--- config.mk ---
export PLATFORM = sky130hd
export DESIGN_NAME = eba_arbiter_port
export DESIGN_NICKNAME = d
export VERILOG_FILES = /design/src/common/eba_pkg.sv /design/src/rtl/eba_arbiter_port.sv
export VERILOG_INCLUDE_DIRS = /design/src /design/src/common
export SDC_FILE = /design/constraint.sdc
export NUM_CORES = 1
export LEC_CHECK = 0
export BUFFER_PORTS_ARGS = -buffer_cell sky130_fd_sc_hd__buf_2
export CAP_MARGIN = 5
export CORE_MARGIN = 4
export CORE_UTILIZATION = 48
export DETAILED_ROUTE_END_ITERATION = 8
export PLACE_DENSITY = 0.77
export SYNTH_ARGS = -nofsm -noshare
export SYNTH_HDL_FRONTEND = slang
export SYNTH_SLANG_ARGS = --single-unit
--- constraint.sdc ---
create_clock -name clk -period 1.87 [get_ports clk]
set_input_delay 0.374 -clock clk [delete_from_list [all_inputs] [get_ports clk]]
set_output_delay 0.374 -clock clk [all_outputs]
set_load 0.02 [all_outputs]
--- src/common/eba_defines.svh ---
`ifndef EBA_DEFINES_SVH
`define EBA_DEFINES_SVH
`define EBA_STYLE_HOLD   1'b0
`define EBA_STYLE_REQGNT 1'b1
`define EBA_BE_NONE      4'hF
`define EBA_BE_ALL       4'h0
`define EBA_LANE_BITS    8
`define EBA_ADDR_HI      17
`define EBA_STROBE_NS    100
`define EBA_CLK_NS       50
`define EBA_STROBE_CYC   ((`EBA_STROBE_NS + `EBA_CLK_NS - 1) / `EBA_CLK_NS)
`define EBA_WAIT_W       4
`endif

--- src/common/eba_pkg.sv ---
package eba_pkg;
  typedef enum logic [2:0] {
    ST_IDLE,
    ST_REQ,
    ST_ACK,
    ST_ADDR,
    ST_DATA,
    ST_END,
    ST_REL
  } eba_state_t;

  typedef struct packed {
    logic        write;
    logic [31:0] addr;
    logic [31:0] wdata;
    logic [3:0]  be_n;
  } eba_req_t;

  typedef struct packed {
    logic [31:0] ad_o;
    logic        ad_oe_n;
    logic [3:0]  be_n;
    logic        be_oe_n;
    logic        rd_n;
    logic        wr_n;
    logic        ale_n;
    logic        ds_n;
    logic        as_n;
    logic        rnw;
    logic        strb_oe_n;
  } eba_pins_t;
endpackage : eba_pkg

--- src/rtl/eba_arbiter_port.sv ---
// Function
// - all bus lines and strobes float before requesting and after release
// - hold style: raise active-high ownership request when access pending
// - hold style: stall, do not drive while grant is low
// - hold style: grant high means bus owned, access proceeds
// - once owner, drive address/data, byte enables and strobes
// - hold style: drop request after access, then float lines
// - request/grant style: drive active-low request low when access pending
// - request/grant style: hold access while active-low grant is high
// - after grant and acknowledge idle, assert acknowledge then drive bus
// - withdraw request shortly after cycle starts, acknowledge still held
// - after cycle, release acknowledge then float bus outputs
// - peripherals use low address lines and four byte enables
// - multiplexed: each peripheral uses its own 8-bit lane
// - multiplexed wiring: no 4-byte transfer in one access
// - configuration input selects hold style or request/grant style
`include "eba_defines.svh"

module eba_arbiter_port (
  input  wire logic              clk,
  input  wire logic              nrst,
  input  wire logic              host_style_select,
  input  wire logic              mux_wiring,
  input  wire logic              acc_valid,
  input  wire eba_pkg::eba_req_t acc_req,
  output logic                   acc_ready,
  output logic                   acc_done,
  output logic [31:0]            acc_rdata,
  output logic                   acc_error,
  input  wire logic              bus_ownership_grant,
  input  wire logic              ownership_grant_n,
  input  wire logic              grant_acknowledge_n_i,
  output logic                   bus_ownership_request,
  output logic                   ownership_request_n,
  output logic                   grant_acknowledge_n_o,
  output logic                   grant_acknowledge_n_oe_n,
  input  wire logic [31:0]       ext_addr_data_i,
  output eba_pkg::eba_pins_t     pins
);
  typedef struct packed {
    eba_pkg::eba_state_t         st;
    logic                        style;
    eba_pkg::eba_req_t           req;
    logic [`EBA_WAIT_W-1:0]      cnt;
    logic [1:0]                  hg_s;
    logic [1:0]                  bg_s;
    logic [1:0]                  ack_s;
    logic                        hold;
    logic                        br_n;
    logic                        gack_n;
    logic                        gack_oe_n;
    logic                        ready;
    logic                        done;
    logic                        err;
    logic [31:0]                 rdata;
    eba_pkg::eba_pins_t          pins;
  } eba_state_s_t;

  eba_state_s_t s_r;
  eba_state_s_t s_nxt;

  function automatic eba_pkg::eba_pins_t float_pins();
    eba_pkg::eba_pins_t p;
    p           = '0;
    p.ad_oe_n   = 1'b1;
    p.be_n      = `EBA_BE_NONE;
    p.be_oe_n   = 1'b1;
    p.rd_n      = 1'b1;
    p.wr_n      = 1'b1;
    p.ale_n     = 1'b1;
    p.ds_n      = 1'b1;
    p.as_n      = 1'b1;
    p.rnw       = 1'b1;
    p.strb_oe_n = 1'b1;
    return p;
  endfunction : float_pins

  logic        granted;
  logic        ack_free;
  logic [31:0] lane_rdata;

  // unselected byte lanes read back as zero
  for (genvar g = 0; g < 4; g++) begin : g_lane
    assign lane_rdata[g*`EBA_LANE_BITS +: `EBA_LANE_BITS] =
      s_r.req.be_n[g] ? 8'h00 : ext_addr_data_i[g*`EBA_LANE_BITS +: `EBA_LANE_BITS];
  end

  always_comb begin
    granted  = (s_r.style == `EBA_STYLE_HOLD) ? s_r.hg_s[1] : ~s_r.bg_s[1];
    ack_free = s_r.ack_s[1];
    s_nxt    = s_r;
    // second stage reads only the first
    s_nxt.hg_s  = {s_r.hg_s[0], bus_ownership_grant};
    s_nxt.bg_s  = {s_r.bg_s[0], ownership_grant_n};
    s_nxt.ack_s = {s_r.ack_s[0], grant_acknowledge_n_i};
    s_nxt.done  = 1'b0;
    s_nxt.err   = 1'b0;
    s_nxt.ready = 1'b0;
    case (s_r.st)
      eba_pkg::ST_IDLE: begin
        s_nxt.pins  = float_pins();
        s_nxt.style = host_style_select;
        s_nxt.ready = 1'b1;
        if (acc_valid && s_r.ready) begin
          s_nxt.ready = 1'b0;
          if (mux_wiring && acc_req.be_n == `EBA_BE_ALL) begin
            s_nxt.err  = 1'b1;
            s_nxt.done = 1'b1;
          end else begin
            s_nxt.req = acc_req;
            s_nxt.st  = eba_pkg::ST_REQ;
            if (host_style_select == `EBA_STYLE_HOLD) begin
              s_nxt.hold = 1'b1;
            end else begin
              s_nxt.br_n = 1'b0;
            end
          end
        end
      end
      eba_pkg::ST_REQ: begin
        // request stays raised while waiting
        if (granted) begin
          if (s_r.style == `EBA_STYLE_HOLD) begin
            s_nxt.st = eba_pkg::ST_ADDR;
          end else begin
            s_nxt.st = eba_pkg::ST_ACK;
          end
        end
      end
      eba_pkg::ST_ACK: begin
        if (ack_free) begin
          s_nxt.gack_n    = 1'b0;
          s_nxt.gack_oe_n = 1'b0;
          s_nxt.st        = eba_pkg::ST_ADDR;
        end
      end
      eba_pkg::ST_ADDR: begin
        s_nxt.pins.ad_o      = s_r.req.addr;
        s_nxt.pins.ad_oe_n   = 1'b0;
        s_nxt.pins.be_n      = s_r.req.be_n;
        s_nxt.pins.be_oe_n   = 1'b0;
        s_nxt.pins.strb_oe_n = 1'b0;
        s_nxt.pins.rnw       = ~s_r.req.write;
        if (s_r.style == `EBA_STYLE_HOLD) begin
          s_nxt.pins.ale_n = 1'b0;
        end else begin
          s_nxt.pins.as_n = 1'b0;
        end
        s_nxt.cnt = '0;
        s_nxt.st  = eba_pkg::ST_DATA;
      end
      eba_pkg::ST_DATA: begin
        s_nxt.br_n = 1'b1;
        s_nxt.pins.ad_o    = s_r.req.write ? s_r.req.wdata : '0;
        s_nxt.pins.ad_oe_n = ~s_r.req.write;
        if (s_r.style == `EBA_STYLE_HOLD) begin
          s_nxt.pins.rd_n = s_r.req.write;
          s_nxt.pins.wr_n = ~s_r.req.write;
        end else begin
          s_nxt.pins.ds_n = 1'b0;
        end
        s_nxt.cnt = s_r.cnt + `EBA_WAIT_W'(1);
        if (s_r.cnt == `EBA_WAIT_W'(`EBA_STROBE_CYC)) begin
          s_nxt.rdata = lane_rdata;
          s_nxt.st    = eba_pkg::ST_END;
        end
      end
      eba_pkg::ST_END: begin
        s_nxt.pins.rd_n  = 1'b1;
        s_nxt.pins.wr_n  = 1'b1;
        s_nxt.pins.ds_n  = 1'b1;
        s_nxt.pins.ale_n = 1'b1;
        s_nxt.pins.as_n  = 1'b1;
        s_nxt.hold       = 1'b0;
        s_nxt.gack_n     = 1'b1;
        s_nxt.st         = eba_pkg::ST_REL;
      end
      eba_pkg::ST_REL: begin
        s_nxt.pins      = float_pins();
        s_nxt.gack_oe_n = 1'b1;
        s_nxt.done      = 1'b1;
        s_nxt.st        = eba_pkg::ST_IDLE;
      end
      default: begin
        s_nxt.st = eba_pkg::ST_IDLE;
      end
    endcase
  end

  always_ff @(posedge clk) begin
    if (!nrst) begin
      s_r           <= '0;
      s_r.st        <= eba_pkg::ST_IDLE;
      s_r.pins      <= float_pins();
      s_r.br_n      <= 1'b1;
      s_r.gack_n    <= 1'b1;
      s_r.gack_oe_n <= 1'b1;
      s_r.ack_s     <= 2'h3;
      s_r.bg_s      <= 2'h3;
    end else begin
      s_r <= s_nxt;
    end
  end

  assign acc_ready                = s_r.ready;
  assign acc_done                 = s_r.done;
  assign acc_rdata                = s_r.rdata;
  assign acc_error                = s_r.err;
  assign bus_ownership_request    = s_r.hold;
  assign ownership_request_n      = s_r.br_n;
  assign grant_acknowledge_n_o    = s_r.gack_n;
  assign grant_acknowledge_n_oe_n = s_r.gack_oe_n;
  assign pins                     = s_r.pins;
endmodule : eba_arbiter_port

After elaboration in Yosys (flattened, before gate mapping) --
Cells that the tools add are included.
Word-level totals: register bits 167, output and inout port bits 84, logic and storage cells 115
Operators by class: add/subtract/negate cells 1, equal/unequal tests 18, muxes and demuxes 36, bitwise gates (word level) 3, reduce and logical (&&, ||, !) cells 28
Operator list (number):
- one-hot mux 33 bit (3 select lines) | 1
- 2-to-1 mux 32 bit | 1
- 2-to-1 mux 8 bit | 4
- inequality test 2 bit (second input constant) | 11
- 2-to-1 mux 3 bit | 6
- one-hot mux 3 bit (6 select lines) | 1
- one-hot mux 1 bit (2 select lines) | 8
- AND reduction 2 bit | 8
- nonzero test 2 bit | 8
- 2-to-1 mux 2 bit | 5
- one-hot mux 5 bit (2 select lines) | 1
- == test 3 bit (second input constant) | 3
- one-hot mux 2 bit (2 select lines) | 2
- one-hot mux 4 bit (2 select lines) | 1
- AND reduction 4 bit | 2
- == test 3 x 2 -> 1 bit (second input constant) | 2
- 2-to-1 mux 1 bit | 6
- AND reduction 3 bit | 2
- AND reduction 5 bit | 1
- adder 4 x 1 -> 4 bit (second input constant) | 1
- == test 4 x 2 -> 1 bit (second input constant) | 1
- logical NOT 4 bit | 1
- == test 3 x 1 -> 1 bit (second input constant) | 1
- logical NOT 3 bit | 1
- other kinds (5) | 8

Depth between registers and ports, before layout --
Gate-level depths: netlist (run 1).
word-level depth 5, mapped depth 7

Worst setup path after synthesis (run 1) --
Ideal clock, no wire load.
path type reg2reg, start point register s_r[165] in the netlist's numbering, end point register s_r (netlist bit ownership_request_n), data arrival time 1.663 ns, required time 1.750 ns, slack 0.087 ns, cell stages (with the launch flop) 7, clock period less this slack 1.783 ns, cells stage by stage dfxtp_1 or3_4 a211oi_2 buf_4 buf_6 nand2_1 a211o_1
Between the ends: cells in the longest elaborated chain, start to end 3
Ends and longest elaborated chain:
- start: declaration | RTL line eba_arbiter_port.sv:59 | eba_state_s_t s_r;
- start signal: assignment | RTL line eba_arbiter_port.sv:201 | s_r <= s_nxt;
- == test 3 bit / logical NOT 3 bit (equally long branches) | RTL line eba_arbiter_port.sv:99 | case (s_r.st)
- nonzero test 2 bit (no source line) / inequality test 2 bit (equally long branches)
- AND reduction 4 bit (no source line)
Parallel ways exist; a longest one is shown, timed or not. A chain may end at the register's enable or synchronous reset.

Worst setup path in the final report (run 1) --
Ends and elaborated chain as after synthesis.

==> results.json, run 1 <==
{
  "path_buf_inv": 1,
  "cp_top_family": "compound AO/OA/AOI/OAI gates",
  "die_y_um": 131,
  "num_rows": 44,
  "yosys_most_used_dff": "dfxtp_1",
  "crit_fanout": 4,
  "end_kind": "flip-flop",
  "cts_max_level": 4,
  "post-route-period-util_pct": 94.4,
  "start_kind": "flip-flop",
  "cts_root_buffer": "clkbuf_16",
  "synth_area_um2": 7230,
  "crit_required_ns": 2.18,
  "initial_core_util_pct": 49.4,
  "vdd_drop_max_v": 0.000719,
  "cp_slowest_cell": "or3_4",
  "synth_top_family_by_area": "simple AND/OR/NAND/NOR gates",
  "synthMuxAreaShare_pct": 0.779,
  "fp.dieW_um": 131,
  "drtIter0Drc": 455,
  "seq_area_frac_synth_pct": 46.0,
  "firstDrtPassIters": 5,
  "clk_pin_slew_ns": 0.06,
  "synth_edf_count": 0,
  "cts_setup_buffers": 0,
  "ant_nets": 0,
  "areaGrowthSynthToFinish_pct": 17.9,
  "viasPerCell": 5.48,
  "final.setup_skew_ns": 0.00793,
  "grt_setup_unrepaired": "no",
  "hold_class": "in -> reg",
  "synth_adder_area_share_pct": 0.346,
  "ys_ff_latch": 166,
  "finalWirelength_um": 18700,
  "cts_buffer_depth": 2,
  "r2r_start": "s_r[165]",
  "setup-violations-final": 0,
  "synth-xor-area-share_pct": 0,
  "place_congestion": 0.844,
  "status": "complete, no violations",
  "grt_antenna_before_repair": 3,
  "slew_headroom_pct": 72.1,
  "vias": 6354,
  "synth.distinct_cells": 41,
  "tritoncts": "built",
  "coreArea_um2": 14600,
  "critical_path_class": "reg -> reg",
  "reg2reg_setup_slack_ns": 0.11,
  "final_util_pct": 58.2,
  "worstSkewPairLatency_ns": 0.43,
  "grt_max_degree": 115,
  "grt_pass1_vias": 5823,
  "grt_pass1_wl_um": 28300,
  "slew_violations": 0,
  "crit_chain": "or3_4 > a211oi_4 > buf_4 > nand2_1 > a211o_1",
  "grt_usage_pct": 20.8,
  "finalHoldViolations": 0,
  "ioPinCount": 193,
  "numCtsBuffers": 17,
  "postSynthCellCount": 876,
  "cap_violations": 0,
  "cts.sinks": 166,
  "min_to": "s_nxt[85]",
  "drc": 0,
  "period_minus_slack_ns": 1.76,
  "max_freq_mhz": 567,
  "min-delay-start": "grant_acknowledge_n_i",
  "synth_compound_area_share_pct": 18.7,
  "avgSynthCellArea_um2": 8.25,
  "hold_path_depth": 2,
  "tightest_slew_ns": 0.418,
  "arrival_ns": 2.08,
  "cp_slowest_stage_delay_ns": 0.42,
  "power_density_nw_per_um2": 1320,
  "reg2reg_to": "ownership_request_n",
  "fin_nets": 1073,
  "drive_above_1_share_pct": 27.2,
  "post-dp-hpwl_um": 12200,
  "fill_cells": 1363,
  "die_area_um2": 17100,
  "synthSimpleGateAreaFrac_pct": 21.6,
  "ys_warn_count": 0,
  "setup_tns_ns": 0,
  "portBuffers": 192,
  "reg2reg_depth": 5,
  "overflow": 0,
  "synthArstFlopShare_pct": 0,
  "syn_nets": 987,
  "post_drt_wl_per_cell_um": 16.1,
  "cellLeakagePower_nw": 3.27
}
==> layout by cell type, fill, tap and decap left out, drive strengths merged, types with 2 or more instances in the layout <==
master	instances
mux2	5
nand2b	8
clkinvlp	2
inv	7
clkinv	6
a2bb2oi	2
a221oi	32
a21oi	48
o21ai	77
dfxtp	166
nand3b	32
o211ai	2
a211o	2
bufinv	2
nand2	187
nand3	72
nor2	12
and3	3
a311oi	32
clkbuf	20
nor3b	2
nand4	2
o21a	3
nor4	2
o22ai	6
a31oi	2
nor3	4
and2	3
buf	219
a211oi	2
nor2b	5
ha	2
==> cell type report <==
class / instances / area, µm² / share of cell area, %
well taps: 184 / 230 / 2.70
repair buffers: 220 / 1340 / 15.7
inverters: 4 / 15.0 / 0.176
clock buffers: 19 / 453 / 5.32
multi-input cells: 553 / 3010 / 35.4
clock inverters: 13 / 143 / 1.67
diodes: 1 / 2.50 / 0.0294
flip-flops and latches: 166 / 3320 / 39.0
==> flip-flops by register name, summed over array words and instances (netlist names) <==
signal / flops
s_r: 79
pins: 44
ownership_request_n: 1
acc_ready: 1
acc_error: 1
acc_rdata: 32
s_nxt: 3
bus_ownership_request: 1
grant_acknowledge_n_oe_n: 1
grant_acknowledge_n_o: 1
ack_free: 1
acc_done: 1
==> Yosys cell counts, types with 2 or more instances <==
cell type,instances,area share [%]
nand2_1,187,9.7
dfxtp_1,166,46
buf_4,79,8.2
o21ai_0,77,5.3
nand3_1,72,5.0
clkbuf_1,54,2.8
a21oi_1,48,3.3
a221oi_1,32,3.9
a311oi_1,32,3.9
nand3b_1,32,3.3
buf_2,14,0.97
nor2_1,12,0.62
nand2b_1,8,0.69
o22ai_1,6,0.52
buf_1,5,0.26
mux2_2,5,0.78
nor2b_1,5,0.43
nor3_1,4,0.28
and2_1,3,0.26
and3_1,3,0.26
inv_1,3,0.16
o21a_1,3,0.31
a211o_1,2,0.24
a2bb2oi_1,2,0.24
a31oi_1,2,0.17
ha_1,2,0.35
nand4_1,2,0.17
nor4_1,2,0.17
o211ai_1,2,0.21
==> cell families (layout without fill, tap and decap cells) <==
| family | Yosys count | after routing |
|---|---|---|
| buffers and inverters | 157 | 256 |
| other | 0 | 1 |
| AO/OA/AOI/OAI | 211 | 211 |
| multiplexers | 5 | 5 |
| adder cells (fa/ha/maj) | 2 | 2 |
| flip-flops | 166 | 166 |
| AND/OR/NAND/NOR | 335 | 335 |
==> per-stage QoR <==
step                      total power [W]  hold slack (ns)  setup slack [ns]  instances  instance area (µm²)
after global placement            0.00764            0.389             0.133       1126                 7900
after CTS                          0.0112            0.117            0.0816       1158                 8490
after global routing               0.0118            0.116            0.0173       1160                 8520
after floorplan                   0.00694            0.386            0.0870        876                 7230
after detailed placement          0.00771            0.396            0.0969       1126                 7900
final                              0.0112            0.130             0.105       1160                 8520
==> how the worst max path moves through the flow <==
stage | start | to | slack, ns | cells past startpoint
after floorplan | s_r[165] | ownership_request_n | 0.09 | 6
after global placement | s_r[164] | s_r[93] | 0.13 | 5
after detailed placement | s_r[164] | s_r[164] | 0.1 | 5
after CTS | s_r[164] | s_r[164] | 0.08 | 5
after global routing | s_r[166] | acc_rdata[9] | 0.02 | 7
final | s_r[165] | ownership_request_n | 0.11 | 5
==> power breakdown <==
part           leakage, nW  switching, W  internal, W
Clock                0.291       0.00146      0.00205
Sequential            1.35      0.000387      0.00407
Combinational         1.63       0.00206      0.00120
Total                 3.27       0.00391      0.00732
==> repair_timing <==
| item | 4_1_cts | 5_1_grt |
|---|---|---|
| setup endpoints to repair | 0 | 10 |
| hold buffers | 0 | 0 |
| gates resized for setup | 0 | 4 |
==> per-layer routing <==
layer	global-route usage [%]	wire [µm]	up-vias
li1	-	-	3160
met1	26.0	8000	2941
met2	33.9	8900	216
met3	6.30	1400	33
met4	8.23	359	4
met5	0	21	-
No activity file was read; power rests on OpenSTA's default activity.
==> run 2: changes to the inputs <==
Settings changed: REMOVE_ABC_BUFFERS set to 1.
==> run 2 against run 1 <==
Critical path depth is 1 higher. Wire length is 3.5% lower. Count of clock-buffer cells in the layout is 1 higher. Register-to-register slack better by 0.04 ns. Largest cell class unchanged.
==> results.json, run 2 (synthesis gave the netlist of run 1 again) <==
{
  "status": "complete, no violations",
  "setup-violations-final": 0,
  "final_util_pct": 57.3,
  "start_kind": "flip-flop",
  "hold_path_depth": 2,
  "final_cell_mix": "191 x buf_2, 187 x nand2_1, 165 x dfxtp_1",
  "grt_pass1_vias": 5628,
  "vias": 6350,
  "ctsResizeCount": 0,
  "coreArea_um2": 14600,
  "vdd_drop_max_v": 0.000843,
  "cellLeakagePower_nw": 3.19,
  "final_common_cell": "buf_2",
  "cts_max_level": 4,
  "cts.sinks": 166,
  "ioPinCount": 193,
  "drtIter0Drc": 326,
  "finalWirelength_um": 18000,
  "arrival_ns": 2.06,
  "p_int_w": 0.00707,
  "final.setup_skew_ns": 0.0105,
  "period_minus_slack_ns": 1.73,
  "fill_cells": 1325,
  "crit_fanout": 46,
  "hold_class": "in -> reg",
  "largest_register_ff_count": 79,
  "drc": 0,
  "initial_core_util_pct": 49.4,
  "worstSkewPairLatency_ns": 0.43,
  "post-route-period-util_pct": 92.4,
  "fin_nets": 1070,
  "portBuffers": 192,
  "tritoncts": "built",
  "grt_setup_unrepaired": "no",
  "grt_max_degree": 108,
  "grt_antenna_before_repair": 1,
  "holdWs_ns": 0.126,
  "die_area_um2": 17100,
  "slew_violations": 0,
  "die_y_um": 131,
  "overflow": 0,
  "fin_ws_ns": 0.143,
  "reg2reg_depth": 6,
  "p_clk_share_pct": 29.7,
  "hold_buffers": 0,
  "ant_nets": 0,
  "end_kind": "flip-flop",
  "grt_usage_pct": 20.5,
  "critical_path_class": "reg -> reg",
  "power_frac_comb_pct": 29.6,
  "cts_setup_buffers": 0,
  "max_freq_mhz": 579,
  "post_drt_wl_per_cell_um": 15.6,
  "cts_root_buffer": "clkbuf_16",
  "firstDrtPassIters": 5,
  "reg2reg_setup_slack_ns": 0.14,
  "power.share.sequential_pct": 40.7,
  "cts_buffer_depth": 2,
  "clk_pin_slew_ns": 0.06,
  "max_flop_register": "s_r",
  "crit_required_ns": 2.21,
  "slew_headroom_pct": 71.5,
  "p_sw_share_pct": 35.5,
  "drive_above_1_share_pct": 26.9,
  "place_congestion": 0.817,
  "num_rows": 44,
  "areaGrowthSynthToFinish_pct": 16.1,
  "post-dp-hpwl_um": 12000,
  "place_ws_ns": 0.0823,
  "grt_pass1_wl_um": 28000,
  "switchingPower_w": 0.00389,
  "fp.dieW_um": 131,
  "finalHoldViolations": 0,
  "cap_violations": 0,
  "numCtsBuffers": 17,
  "tightest_slew_ns": 0.428,
  "viasPerCell": 5.49,
  "power_density_nw_per_um2": 1310
}
run 2: power by group through the flow:
stage	sequential (W)	clock [W]	combinational, W
floorplan	0.00494	0	0.00150
CTS	0.00445	0.00334	0.00326
global route	0.00452	0.00350	0.00357
global placement	0.00451	0	0.00318
detailed placement	0.00452	0	0.00324
finish	0.00445	0.00326	0.00324
run 2: path summary, 6_finish.rpt:
kind	start	end
hold reg to reg	s_nxt[87]	s_r[87]
setup / recovery	s_r[165]	s_r[98]
setup reg to reg	s_r[165]	s_r[98]
hold / removal	grant_acknowledge_n_i	s_nxt[85]
run 2: layer usage:
metal | GRT usage (%) | share of wire (%) | vias to the layer above
li1 | - | - | 3155
met4 | 6.90 | 1.4 | 2
met5 | 0 | 0.072 | -
met2 | 32.8 | 46 | 246
met1 | 26.0 | 43 | 2923
met3 | 6.91 | 9.0 | 24
run 2: metrics by stage:
stage | std cells | setup TNS (ns) | total power [W] | instance area (µm²)
floorplan | 723 | -378.76 | 0.00644 | 6330
global placement | 1124 | 0 | 0.00769 | 7840
detailed placement | 1124 | 0 | 0.00776 | 7840
CTS | 1156 | 0 | 0.0111 | 8390
global route | 1156 | 0 | 0.0116 | 8390
finish | 1157 | 0 | 0.0110 | 8390
run 2: final cells by class:
class / count / area [µm²] / area share (%)
multi-input cells: 553 / 3010 / 35.9
repair buffers: 217 / 1250 / 15.0
flip-flops and latches: 166 / 3330 / 39.6
clock inverters: 12 / 95.1 / 1.13
diodes: 1 / 2.50 / 0.0298
clock buffers: 20 / 457 / 5.44
inverters: 4 / 15.0 / 0.179
well taps: 184 / 230 / 2.74
run 2: critical path: stages, from the launching register on:
cell      delay, ns
dfxtp_1        0.31
or3_4          0.41
a211oi_4       0.26
buf_12         0.21
buf_12         0.20
nand3_1        0.09
o21ai_0        0.12
==> run 3: changes to the inputs <==
Settings changed: CORE_UTILIZATION 48 to 53, PLACE_DENSITY 0.77 to 0.8.
Clock period 1.87 ns to 1.6 ns, I/O delays scaled along.
==> run 3 against run 2 <==
The flow now finishes with violations (negative setup slack). Count of clock-buffer cells in the layout unchanged. Utilization is 7.8 points higher. Combinational power increased by 27%. Non-clock buffer count is 13 higher. Critical path type unchanged. Highest routed layer unchanged.
==> results.json, run 3 (synthesis gave the netlist of run 1 again) <==
{
  "grt_pass1_wl_um": 28900,
  "p_int_w": 0.00918,
  "tightest_slew_ns": 0.387,
  "critical_path_class": "reg -> reg",
  "hold_buffers": 0,
  "grt_setup_unrepaired": "yes",
  "finalWirelength_um": 18300,
  "cts_max_level": 4,
  "design_area_um2": 8660,
  "use_met3_pct": 6.39,
  "design_power_total_w": 0.0137,
  "violations": "negative setup slack",
  "drc": 0,
  "cts_buffer_depth": 2,
  "cts_root_buffer": "clkbuf_16",
  "fill_cells": 1111,
  "grt_pass1_vias": 5812,
  "max_flop_register": "s_r",
  "die_y_um": 125,
  "fp.dieW_um": 125,
  "cap_violations": 0,
  "holdWs_ns": 0.0833,
  "fin_ws_ns": -0.0586,
  "crit_required_ns": 1.93,
  "place_congestion": 0.925,
  "grt_antenna_before_repair": 3,
  "grtUsageMet2_pct": 35.5,
  "switchingPower_w": 0.00450,
  "end_kind": "flip-flop",
  "ant_nets": 0,
  "setup-violations-final": 4,
  "slew_headroom_pct": 74.2,
  "post_drt_wl_per_cell_um": 15.7,
  "clk_pin_slew_ns": 0.06,
  "crit_fanout": 7,
  "grt_max_degree": 70,
  "slew_violations": 0,
  "period_minus_slack_ns": 1.66,
  "multi_input_comb_area_um2": 3030,
  "cts.sinks": 166,
  "worstSkewPairLatency_ns": 0.41,
  "numCtsBuffers": 17,
  "p_clk_share_pct": 31.6,
  "grt-busiest-layer": "met2",
  "dpl_cell_area_um2": 7940,
  "post-dp-hpwl_um": 12100,
  "firstDrtPassIters": 7,
  "die_area_um2": 15600,
  "areaGrowthSynthToFinish_pct": 19.8,
  "final_cell_mix": "191 x buf_2, 187 x nand2_1, 164 x dfxtp_1",
  "largest_register_ff_count": 79,
  "arrival_ns": 1.99,
  "drive_above_1_share_pct": 27.7,
  "post-route-period-util_pct": 104,
  "initial_core_util_pct": 54.4,
  "met1_usage_pct": 29.1,
  "start_kind": "flip-flop",
  "final_common_cell": "buf_2",
  "grt_usage_pct": 22.4,
  "num_rows": 42,
  "fin_cells": 1160,
  "final.setup_skew_ns": 0.00635,
  "max_freq_mhz": 603,
  "coreArea_um2": 13300,
  "finalHoldViolations": 0,
  "power.share.sequential_pct": 38.3,
  "placed_cells": 1125,
  "ioPinCount": 193,
  "power_density_nw_per_um2": 1580,
  "portBuffers": 192,
  "ff_latch_area_um2": 3330,
  "overflow": 0,
  "p_sw_share_pct": 32.9,
  "drtIter0Drc": 432,
  "status": "finished with violations",
  "vdd_drop_max_v": 0.000813,
  "power_frac_comb_pct": 30.1,
  "vias": 6447,
  "tritoncts": "built",
  "hold_class": "in -> reg",
  "viasPerCell": 5.56,
  "setup_tns_ns": -0.0860,
  "cellLeakagePower_nw": 3.34,
  "fin_nets": 1083
}
-- run 3: cell types whose count changed in the layout (fill, tap and decap cells not counted), moves of 3 or more --
cell / before / now
bufinv_16: 0 / 5
o21ai_0: 77 / 72
o21ai_1: 0 / 5
buf_12: 8 / 12
buf_4: 17 / 21
inv_6: 4 / 0
clkinvlp_4: 5 / 2
-- run 3: path summary, 6_finish.rpt --
| check | slack [ns] | startpoint | cells past startpoint | to |
|---|---|---|---|---|
| max | -0.06 | s_r[165] | 7 | s_r[104] |
| min reg2reg | 0.41 | s_nxt[87] | 1 | s_r[87] |
| min | 0.08 | ownership_grant_n | 2 | s_nxt[87] |
| max reg2reg | -0.06 | s_r[165] | 7 | s_r[104] |
-- run 3: timing repair --
action	CTS	global route
setup endpoints to repair	50	99
buffers inserted	0	2
pin swaps	1	0
gates cloned	0	2
endpoints found under the hold margin	0	0
resized for setup	4	10
-- run 3: final cells by class --
class                           instances  share of cell area, %
Clock buffer                           20                   5.04
Antenna cell                            1                 0.0289
Inverter                                4                  0.173
Sequential cell                       166                   38.4
Tap cell                              176                   2.54
Timing Repair Buffer                  230                   16.8
Clock inverter                         10                   2.08
Multi-Input combinational cell        553                   34.9
-- run 3: power groups by stage --
stage	registers (W)	logic (W)	clock network [W]
final	0.00523	0.00412	0.00432
after floorplan	0.00577	0.00176	0
after detailed placement	0.00529	0.00394	0
after CTS	0.00521	0.00399	0.00440
after global routing	0.00531	0.00451	0.00455
after global placement	0.00527	0.00386	0
-- run 3: per-layer routing --
metal | wire length [µm] | up-vias | part of all wire [%]
met5 | 28 | - | 0.15
met4 | 182 | 6 | 1.0
met3 | 1490 | 20 | 8.1
met2 | 8560 | 254 | 47
met1 | 7990 | 2983 | 44
li1 | - | 3184 | -
-- run 3: critical path, cell delays in order (launching register included) --
cell and delay [ns]:
dfxtp_2 0.35, or3_4 0.40, a211oi_4 0.22, buf_6 0.18
buf_4 0.13, clkbuf_16 0.13, nand3_1 0.07, o21ai_0 0.10
-- run 3: stage by stage --
step	util, %	setup slack, ns
2_1_floorplan	-	-4.23
3_3_place_gp	59.7	-0.0519
3_5_place_dp	59.7	-0.0537
4_1_cts	64.5	0.00408
5_1_grt	65.1	-0.0871
6_report	65.1	-0.0586
